### src/afa_pkg.sv
`default_nettype none
// ==========================================
// shared constants of the alarm aggregator
package afa_pkg;
	// register geometry
	localparam int AFA_W = 32;
	localparam int AFA_SETS = 3;
	localparam int AFA_IDX_W = 5;
	localparam int AFA_NFRAUD = 6;

	// access index: set number in [4:3], kind in [2:0]
	localparam logic [2:0] AFA_KIND_ALM = 3'h0;
	localparam logic [2:0] AFA_KIND_FLT = 3'h1;
	localparam logic [2:0] AFA_KIND_ON = 3'h2;
	localparam logic [2:0] AFA_KIND_OFF = 3'h3;
	localparam logic [2:0] AFA_KIND_DSC = 3'h4;
	localparam logic [1:0] AFA_SET_LAST = 2'h2;
	localparam logic [4:0] AFA_IDX_ALM1 = 5'h00;

	// reset and fixed values
	localparam logic [31:0] AFA_ZERO = 32'h0000_0000;
	localparam logic [31:0] AFA_FLT_RST = 32'h0000_0000;
	localparam logic [31:0] AFA_CRIT_MASK = 32'h0000_ff00;

	// bit positions
	localparam int AFA_FRAUD_BIT = 13;
	localparam int AFA_BIT_MAIN = 15;
	localparam int AFA_BIT_AUX = 16;
	localparam int AFA_BIT_NEUT = 24;
	localparam int AFA_BIT_IN2 = 25;

	// bits that exist per set
	localparam logic [31:0] AFA_IMPL [AFA_SETS] = '{
		32'hffff_ffff, 32'hffff_ffff, 32'h0301_8000};
	// bits that clear themselves when the cause goes away
	localparam logic [31:0] AFA_AUTO [AFA_SETS] = '{
		32'hff00_0000, 32'h0001_c000, 32'h0001_8000};
endpackage
`default_nettype wire

### src/afa_flag_aggregator.sv
// Operation
// RULE1: selected event sets flag, raises remote alarm
// RULE2: filter bit zero masks its alarm
// RULE3: all filter bits zero after reset
// RULE4: all registers share alarm bit layout
// RULE5: chosen flags clear when cause vanishes
// RULE6: clear with live cause re-sets, re-alarms
// RULE7: critical bits cleared only by zero write
// RULE8: all fraud causes share one bit
// RULE9: separate on and off status per set
// RULE10: status bits stay until client clears
// RULE11: flag rise sets matching descriptor bit
// RULE12: flag clears leave descriptors unchanged
// RULE13: descriptors cleared only by client write
// RULE14: three descriptor, alarm, filter registers
// RULE15: set three bits 15, 16 supply switch
// RULE16: set three bit 24 neutral and open
// RULE17: set three bit 25 second input
// RULE18: on status at rise, off at fall
// RULE19: set three reserved bits stay zero
`timescale 1ns/1ps
`default_nettype none
module afa_flag_aggregator
	import afa_pkg::*;
(
	input  wire logic                 sys_clk,
	input  wire logic                 rst,
	input  wire logic [31:0]          cond_set1,
	input  wire logic [AFA_NFRAUD-1:0] fraud_cause,
	input  wire logic [31:0]          cond_set2,
	input  wire logic                 supply_to_main,
	input  wire logic                 supply_to_aux,
	input  wire logic                 neutral_open,
	input  wire logic                 alarm_in2,
	input  wire logic                 acc_req,
	input  wire logic                 acc_wr,
	input  wire logic [AFA_IDX_W-1:0] acc_idx,
	input  wire logic [31:0]          acc_wdata,
	input  wire logic                 acc_from_hec,
	output logic                      acc_ack,
	output logic                      acc_err,
	output logic      [31:0]          acc_rdata,
	output logic                      remote_alarm_port
);
	// ==========================================
	// declarations
	logic [31:0] cond_v [AFA_SETS];
	logic [31:0] flg [AFA_SETS];
	logic [31:0] flt [AFA_SETS];
	logic [31:0] ons [AFA_SETS];
	logic [31:0] offs [AFA_SETS];
	logic [31:0] dsc [AFA_SETS];
	logic [31:0] alm_clr_w [AFA_SETS];
	logic [31:0] on_clr_w [AFA_SETS];
	logic [31:0] off_clr_w [AFA_SETS];
	logic [31:0] dsc_clr_w [AFA_SETS];
	logic [AFA_SETS-1:0] hit_w;
	logic [AFA_SETS-1:0] flt_wr_w;
	logic [AFA_SETS-1:0] dsc_wr_w;
	logic [AFA_SETS-1:0] on_wr_w;
	logic [AFA_SETS-1:0] raise_w;
	logic [1:0] set_sel;
	logic [1:0] set_idx;
	logic [2:0] kind;
	logic map_ok;
	logic alm1_wr;
	logic [31:0] crit_clr;
	logic crit_viol;
	logic err_d;
	logic wr_ok;
	logic rd_ok;
	logic [31:0] rd_word;
	logic [31:0] rdata_d;
	logic ack_q;
	logic err_q;
	logic [31:0] rdata_q;
	logic alarm_q;
	logic fraud_any;
	logic [31:0] cond3;

	// ==========================================
	// event conditions
	// every fraud cause folds onto one bit
	assign fraud_any = |fraud_cause; // [RULE8]

	// set one with fraud bit replaced
	assign cond_v[0] = {cond_set1[31:AFA_FRAUD_BIT+1],
		fraud_any,
		cond_set1[AFA_FRAUD_BIT-1:0]}; // [RULE8]
	assign cond_v[1] = cond_set2;

	// set three: only four live bits
	always_comb
	begin
		cond3 = AFA_ZERO; // [RULE19]
		cond3[AFA_BIT_MAIN] = supply_to_main; // [RULE15]
		cond3[AFA_BIT_AUX] = supply_to_aux; // [RULE15]
		cond3[AFA_BIT_NEUT] = neutral_open; // [RULE16]
		cond3[AFA_BIT_IN2] = alarm_in2; // [RULE17]
	end
	assign cond_v[2] = cond3;

	// ==========================================
	// client access decode
	// index splits into set and register kind
	assign set_sel = acc_idx[4:3];
	assign kind = acc_idx[2:0];
	assign map_ok = (set_sel <= AFA_SET_LAST) && (kind <= AFA_KIND_DSC);
	assign set_idx = map_ok ? set_sel : 2'h0;

	// critical bits of set one guarded
	assign alm1_wr = acc_req && acc_wr && (acc_idx == AFA_IDX_ALM1);
	assign crit_clr = flg[0] & ~acc_wdata & AFA_CRIT_MASK;
	assign crit_viol = alm1_wr && (|crit_clr)
		&& (!acc_from_hec || (acc_wdata != AFA_ZERO)); // [RULE7]

	// refused: unmapped index or guarded clear
	assign err_d = acc_req && (!map_ok || crit_viol); // [RULE7]
	assign wr_ok = acc_req && acc_wr && map_ok && !crit_viol;
	assign rd_ok = acc_req && !acc_wr && map_ok;

	// ==========================================
	// per set storage and write strobes
	// three sets, same bit map each, own self clearing and implemented bits
	genvar s;
	generate
		for (s = 0; s < AFA_SETS; s++)
		begin : g_set
			// write strobes for this set
			assign hit_w[s] = wr_ok && (set_sel == 2'(s));
			assign flt_wr_w[s] = hit_w[s] && (kind == AFA_KIND_FLT);
			assign dsc_wr_w[s] = hit_w[s] && (kind == AFA_KIND_DSC);
			assign on_wr_w[s] = hit_w[s] && (kind == AFA_KIND_ON);

			// written zeros clear bits
			assign alm_clr_w[s] = (hit_w[s] && (kind == AFA_KIND_ALM))
				? ~acc_wdata : AFA_ZERO; // [RULE6]
			assign on_clr_w[s] = on_wr_w[s] ? ~acc_wdata : AFA_ZERO; // [RULE10]
			assign off_clr_w[s] = (hit_w[s] && (kind == AFA_KIND_OFF))
				? ~acc_wdata : AFA_ZERO; // [RULE10]
			assign dsc_clr_w[s] = dsc_wr_w[s] ? ~acc_wdata : AFA_ZERO; // [RULE13]

			// flags, filter, on/off status, descriptor
			afa_set #(
				.AUTO_MASK (AFA_AUTO[s]),
				.IMPL_MASK (AFA_IMPL[s])
			) u_set (
				.sys_clk   (sys_clk),
				.rst       (rst),
				.cond      (cond_v[s]),
				.flt_wr    (flt_wr_w[s]),
				.flt_wdata (acc_wdata),
				.alm_clr   (alm_clr_w[s]),
				.on_clr    (on_clr_w[s]),
				.off_clr   (off_clr_w[s]),
				.dsc_clr   (dsc_clr_w[s]),
				.flags     (flg[s]),
				.filter    (flt[s]),
				.on_stat   (ons[s]),
				.off_stat  (offs[s]),
				.desc      (dsc[s]),
				.raise     (raise_w[s])
			); // [RULE4] [RULE9] [RULE14]

		end
	endgenerate

	// ==========================================
	// read mux and answer registers
	// select the addressed register
	assign rd_word = (kind == AFA_KIND_ALM) ? flg[set_idx]
		: (kind == AFA_KIND_FLT) ? flt[set_idx]
		: (kind == AFA_KIND_ON) ? ons[set_idx]
		: (kind == AFA_KIND_OFF) ? offs[set_idx]
		: dsc[set_idx];
	// read data holds between reads
	assign rdata_d = rd_ok ? rd_word : rdata_q;

	// one cycle answer to every request
	always_ff @(posedge sys_clk)
	begin
		if (rst)
		begin
			ack_q <= 1'b0;
			err_q <= 1'b0;
			rdata_q <= AFA_ZERO;
			alarm_q <= 1'b0;
		end
		else
		begin
			ack_q <= acc_req;
			err_q <= err_d; // [RULE7]
			rdata_q <= rdata_d;
			alarm_q <= |raise_w; // [RULE1] [RULE6]
		end
	end

	// outputs
	assign acc_ack = ack_q;
	assign acc_err = err_q;
	assign acc_rdata = rdata_q;
	assign remote_alarm_port = alarm_q;
endmodule
`default_nettype wire

### src/afa_set.sv
`timescale 1ns/1ps
`default_nettype none
// ==========================================
// one alarm set: flags, filter, statuses, descriptor
module afa_set
	import afa_pkg::*;
#(
	parameter logic [31:0] AUTO_MASK = 32'h0000_0000,
	parameter logic [31:0] IMPL_MASK = 32'hffff_ffff
)
(
	input  wire logic        sys_clk,
	input  wire logic        rst,
	input  wire logic [31:0] cond,
	input  wire logic        flt_wr,
	input  wire logic [31:0] flt_wdata,
	input  wire logic [31:0] alm_clr,
	input  wire logic [31:0] on_clr,
	input  wire logic [31:0] off_clr,
	input  wire logic [31:0] dsc_clr,
	output logic      [31:0] flags,
	output logic      [31:0] filter,
	output logic      [31:0] on_stat,
	output logic      [31:0] off_stat,
	output logic      [31:0] desc,
	output logic             raise
);
	logic [31:0] flags_q, flags_d;
	logic [31:0] filter_q, filter_d;
	logic [31:0] on_q, on_d;
	logic [31:0] off_q, off_d;
	logic [31:0] desc_q, desc_d;
	logic [31:0] hit, gone, newb, fall;

	// ==========================================
	// flag update
	// selected events only, unused bits stay low
	assign hit = cond & filter_q & IMPL_MASK; // [RULE1] [RULE2] [RULE19]
	// self clearing once the cause is gone
	assign gone = flags_q & AUTO_MASK & ~cond; // [RULE5]
	// a live cause beats a clear in the same cycle
	assign flags_d = (flags_q & ~alm_clr & ~gone) | hit; // [RULE6]
	// rising bits, including re-raise after a client clear
	assign newb = hit & (~flags_q | alm_clr); // [RULE6] [RULE11]
	assign fall = flags_q & ~flags_d;

	// ==========================================
	// sticky records
	// only a client write clears, sets win
	assign on_d = (on_q & ~on_clr) | newb; // [RULE10] [RULE18]
	assign off_d = (off_q & ~off_clr) | fall; // [RULE10] [RULE18]
	// flag clears leave the descriptor alone
	assign desc_d = (desc_q & ~dsc_clr) | newb; // [RULE11] [RULE12] [RULE13]
	assign filter_d = flt_wr ? (flt_wdata & IMPL_MASK) : filter_q;

	// state registers
	always_ff @(posedge sys_clk)
	begin
		if (rst)
		begin
			flags_q <= AFA_ZERO;
			filter_q <= AFA_FLT_RST; // [RULE3]
			on_q <= AFA_ZERO;
			off_q <= AFA_ZERO;
			desc_q <= AFA_ZERO;
		end
		else
		begin
			flags_q <= flags_d;
			filter_q <= filter_d;
			on_q <= on_d;
			off_q <= off_d;
			desc_q <= desc_d;
		end
	end

	// outputs
	assign flags = flags_q;
	assign filter = filter_q;
	assign on_stat = on_q;
	assign off_stat = off_q;
	assign desc = desc_q;
	assign raise = |newb; // [RULE1]
endmodule
`default_nettype wire

### config.mk
export PLATFORM = sky130hd
export DESIGN_NAME = afa_flag_aggregator
export DESIGN_NICKNAME = d
export VERILOG_FILES = /design/src/afa_pkg.sv /design/src/afa_flag_aggregator.sv /design/src/afa_set.sv
export SDC_FILE = /design/constraint.sdc
export NUM_CORES = 1
export LEC_CHECK = 0
export BUFFER_PORTS_ARGS = -buffer_cell sky130_fd_sc_hd__buf_2
export CORE_ASPECT_RATIO = 0.6
export CORE_MARGIN = 2
export CORE_UTILIZATION = 40
export CTS_BUF_LIST = sky130_fd_sc_hd__clkbuf_4
export DETAILED_ROUTE_END_ITERATION = 7
export PLACE_DENSITY_LB_ADDON = 0.15
export SLEW_MARGIN = 10
export SYNTH_ARGS = -nofsm -noshare
export SYNTH_HDL_FRONTEND = slang
export SYNTH_SLANG_ARGS = --single-unit
### constraint.sdc
create_clock -name sys_clk -period 2.87 [get_ports sys_clk]
set_input_delay 0.574 -clock sys_clk [delete_from_list [all_inputs] [get_ports sys_clk]]
set_output_delay 0.574 -clock sys_clk [all_outputs]
set_load 0.01 [all_outputs]
==> results.sh <==
export IMPL_status="completed"
export IMPL_tritoncts="built"
export IMPL_period_minus_slack_ns=2.85
export IMPL_post_route_drc_count=0
export IMPL_grt_pass1_wl_mm=139
export IMPL_slowest_delay_ns=0.50
export IMPL_ys_types=62
export IMPL_finalCritPeriodShare_pct=99.5
export IMPL_reg2reg_to="remote_alarm_port"
export IMPL_dieArea_um2=57900
export IMPL_synth_edf_count=0
export IMPL_hold_depth=3
export IMPL_min_path_type="in -> reg"
export IMPL_setup_viol=0
export IMPL_path_class="reg -> reg"
export IMPL_skew_ns=0.0948
export IMPL_syn2layout_area_growth_pct=24.2
export IMPL_cp_num_cells=9
export IMPL_synthArstFlopShare_pct=0
export IMPL_viasPerCell=6.00
export IMPL_clkTransAtPathRegs_ns=0.07
export IMPL_detail_route_wl_per_cell_um=24.2
export IMPL_nets=3203
export IMPL_ant_nets=0
export IMPL_die_w_um=309
export IMPL_rows=67
export IMPL_io_pins=151
export IMPL_crit_fanout=7
export IMPL_firstDrtPassIters=6
export IMPL_fin_hold_ws_ns=0.0637
export IMPL_synth_largest_area_cell="dfxtp_1"
export IMPL_antenna_found_initial=3
export IMPL_peakVddDrop_mv=0.324
export IMPL_drive_above_1_share_pct=21.4
export IMPL_rsz0062_at_grt="false"
export IMPL_relSlewSlack_pct=38.5
export IMPL_maxCapViolCount=0
export IMPL_avgSynthCellArea_um2=8.19
export IMPL_whs_endpoint="g_set[1].u_set.flags[10]"
export IMPL_critPathBufInv=1
export IMPL_ys_warn_count=0
export IMPL_yosys_top_cells_area="dfxtp_1 (44%), a21oi_1 (9.7%), nand2_1 (6.4%)"
export IMPL_r2r_start="g_set[0].u_set.flags[13]"
export IMPL_power_density_nw_per_um2=499
export IMPL_power_leakage_uw=0.0105
export IMPL_htree_num_levels=3
export IMPL_final_core_util_pct=50.0
export IMPL_maxSlewViolCount=0
export IMPL_cp_start_kind="flip-flop"
export IMPL_cp_required_ns=3.67
export IMPL_core_area_um2=55600
export IMPL_clock_latency_ns=0.92
export IMPL_grt_max_degree=168
export IMPL_fin_setup_tns_ns=0
export IMPL_synthCells=2730
export IMPL_worst_pin_slew_ns=0.922
export IMPL_initial_core_util_pct=40.2
export IMPL_grt_pass1_vias=21900
export IMPL_clockBufferDepth=3
export IMPL_fmax_mhz=350
export IMPL_numCtsBuffers=116
export IMPL_timing_critical_path_cells="nand2b_1, nand4_2, nor3_2, nor2_4, buf_4, o21ai_1, a2111oi_4, nand4_1, o41a_1"
export IMPL_fp_dieH_um=187
export IMPL_num_vias=23600
export IMPL_hpwl_mm=64.6
export IMPL_ff2ff_path_depth=9
export IMPL_cts_sinks=487
export IMPL_crit_family="simple AND/OR/NAND/NOR gates"
export IMPL_grt_overflow=0
export IMPL_ys_ff_latch=487
export IMPL_hold_start="cond_set2[10]"
export IMPL_netlist_area_um2=22400
export IMPL_drt_iter0_drc=2938
export IMPL_synthFlopType="dfxtp_1"
export IMPL_crit_arrival_ns=3.66
export IMPL_synthesis_nets=2846
export IMPL_numPortBuffers=149
export IMPL_synth_top_area_share_pct=43.6
export IMPL_regToRegSetupSlack_ns=0.02
export IMPL_synth_seq_area_share_pct=43.6
export IMPL_gp_congestion=0.961
export IMPL_endpoint_kind="flip-flop"
export IMPL_grt_total_usage_pct=32.1
export IMPL_crit_slowest_cell="o41a_1"
export IMPL_hold_viol=0
export IMPL_cts_root_buf="clkbuf_4"
export IMPL_wl_mm=95.2
[synthesized netlist by cell type, types with 2 or more instances]
| cell type | number |
|---|---|
| nand4_1 | 15 |
| nand2b_1 | 14 |
| a32oi_1 | 9 |
| buf_1 | 23 |
| a211oi_1 | 33 |
| nand3_1 | 102 |
| a21oi_1 | 434 |
| or2_1 | 2 |
| dfxtp_1 | 487 |
| nand3b_1 | 17 |
| o2bb2ai_1 | 4 |
| a221oi_1 | 3 |
| o21a_1 | 8 |
| and3_1 | 7 |
| nand2_1 | 383 |
| o211ai_1 | 63 |
| mux4_2 | 32 |
| or3_1 | 4 |
| buf_6 | 10 |
| o31ai_1 | 54 |
| nand4b_1 | 27 |
| a2111oi_0 | 2 |
| buf_2 | 50 |
| nor4_1 | 14 |
| a31oi_1 | 11 |
| mux2i_1 | 72 |
| clkbuf_1 | 166 |
| inv_1 | 17 |
| o21ai_0 | 259 |
| nor2b_1 | 34 |
| and2_1 | 6 |
| or4b_1 | 2 |
| nor3_2 | 2 |
| nor4b_1 | 2 |
| buf_4 | 5 |
| o211a_1 | 64 |
| nor2_1 | 144 |
| nor3b_1 | 29 |
| nor3_1 | 61 |
| o22ai_1 | 29 |
| nand4_2 | 2 |
| o21ai_1 | 8 |
[cell usage in the layout, fill, tap and decap left out, types with 6 or more instances in the layout]
master         Yosys  layout
a211oi_1          33      33
a21oi_1          434     432
a31oi_1           11      11
a32oi_1            9       9
and3_1             7       6
buf_12             0      42
buf_2             50     147
buf_4              5     244
clkbuf_4           0     166
clkinv_1           1      25
dfxtp_1          487     487
dlygate4sd3_1      0      60
inv_1             17      17
mux2i_1           72      72
mux4_2            32      32
nand2_1          383     379
nand2b_1          14      14
nand3_1          102     101
nand3b_1          17      17
nand4_1           15      15
nand4b_1          27      27
nor2_1           144     142
nor2b_1           34      32
nor3_1            61      61
nor3b_1           29      28
nor4_1            14      14
o211a_1           64      64
o211ai_1          63      63
o21a_1             8       8
o21ai_0          259     259
o21ai_1            8       7
o22ai_1           29      29
o31ai_1           54      54
[worst register-to-register path: stages (launching register included)]
cell and delay (ns):
dfxtp_1 0.33, nand2b_1 0.17, nand4_2 0.21, nor3_2 0.09
nor2_4 0.40, buf_4 0.22, o21ai_1 0.11, a2111oi_4 0.43
nand4_1 0.36, o41a_1 0.50
[state kept, by name, summed over array words and instances (netlist names)]
| register | flops |
|---|---|
| g_set.u_set.on_stat | 96 |
| acc_ack | 1 |
| acc_err | 1 |
| g_set.u_set.off_stat | 96 |
| g_set.u_set.filter | 68 |
| remote_alarm_port | 1 |
| g_set.u_set.flags | 96 |
| acc_rdata | 32 |
| g_set.u_set.desc | 96 |
[layout make-up]
type | instances | area (um^2)
diodes | 2 | 5.00
clock buffers | 166 | 1250
clock inverters | 34 | 200
fillers | 5350 | 27800
inverters | 18 | 67.6
multi-input cells | 1970 | 11500
flip-flops and latches | 487 | 9750
well taps | 759 | 950
repair buffers | 494 | 4020
[worst max-delay path by stage]
stage / start / end
2_1_floorplan: acc_wdata[13] / remote_alarm_port
3_3_place_gp: acc_wdata[12] / remote_alarm_port
3_5_place_dp: acc_wdata[12] / remote_alarm_port
4_1_cts: g_set[0].u_set.flags[13] / remote_alarm_port
5_1_grt: g_set[0].u_set.flags[14] / remote_alarm_port
6_report: g_set[0].u_set.flags[13] / remote_alarm_port
[power breakdown]
group          switching, uW  internal (uW)  leakage, uW
sequential              25.0           6780      0.00392
clock                   2960           2820     0.000847
combinational            827            440      0.00575
[cells by family (layout without fill, tap and decap cells)]
logic type,Yosys count,after routing,share of synthesized area [%]
flip-flops,487,487,43.6
AO/OA/AOI/OAI,986,986,25.9
multiplexers,104,104,6.44
other,0,2,0
buffers and inverters,273,712,5.29
AND/OR/NAND/NOR,880,880,18.8
[routing by layer]
| layer | part of all wire (%) | GRT usage (%) | vias to the layer above |
|---|---|---|---|
| met2 | 41 | 45.9 | 1291 |
| li1 | - | - | 10700 |
| met3 | 10 | 7.27 | 206 |
| met1 | 45 | 47.2 | 11400 |
| met5 | 0.012 | 0 | - |
| met4 | 3.0 | 10.9 | 2 |
[stage by stage]
stage	std cells	total power [uW]	cell area, um^2	worst slack [ns]
floorplan	2730	7510	22400	0.272
global placement	3666	8120	25700	-0.705
detailed placement	3666	8130	25700	-0.730
CTS	3926	13900	27700	0.0573
global route	3930	14300	27800	0.00876
finish	3930	13900	27800	0.0152
[timing repair]
item,in CTS,in global routing
endpoints found under the setup margin,1,1
cloned,0,0
hold buffers,60,0
hold endpoints to repair,114,0
setup buffers,0,2
pin swaps,0,4
resized for setup,2,3
Power figures use the tool's default switching activity.
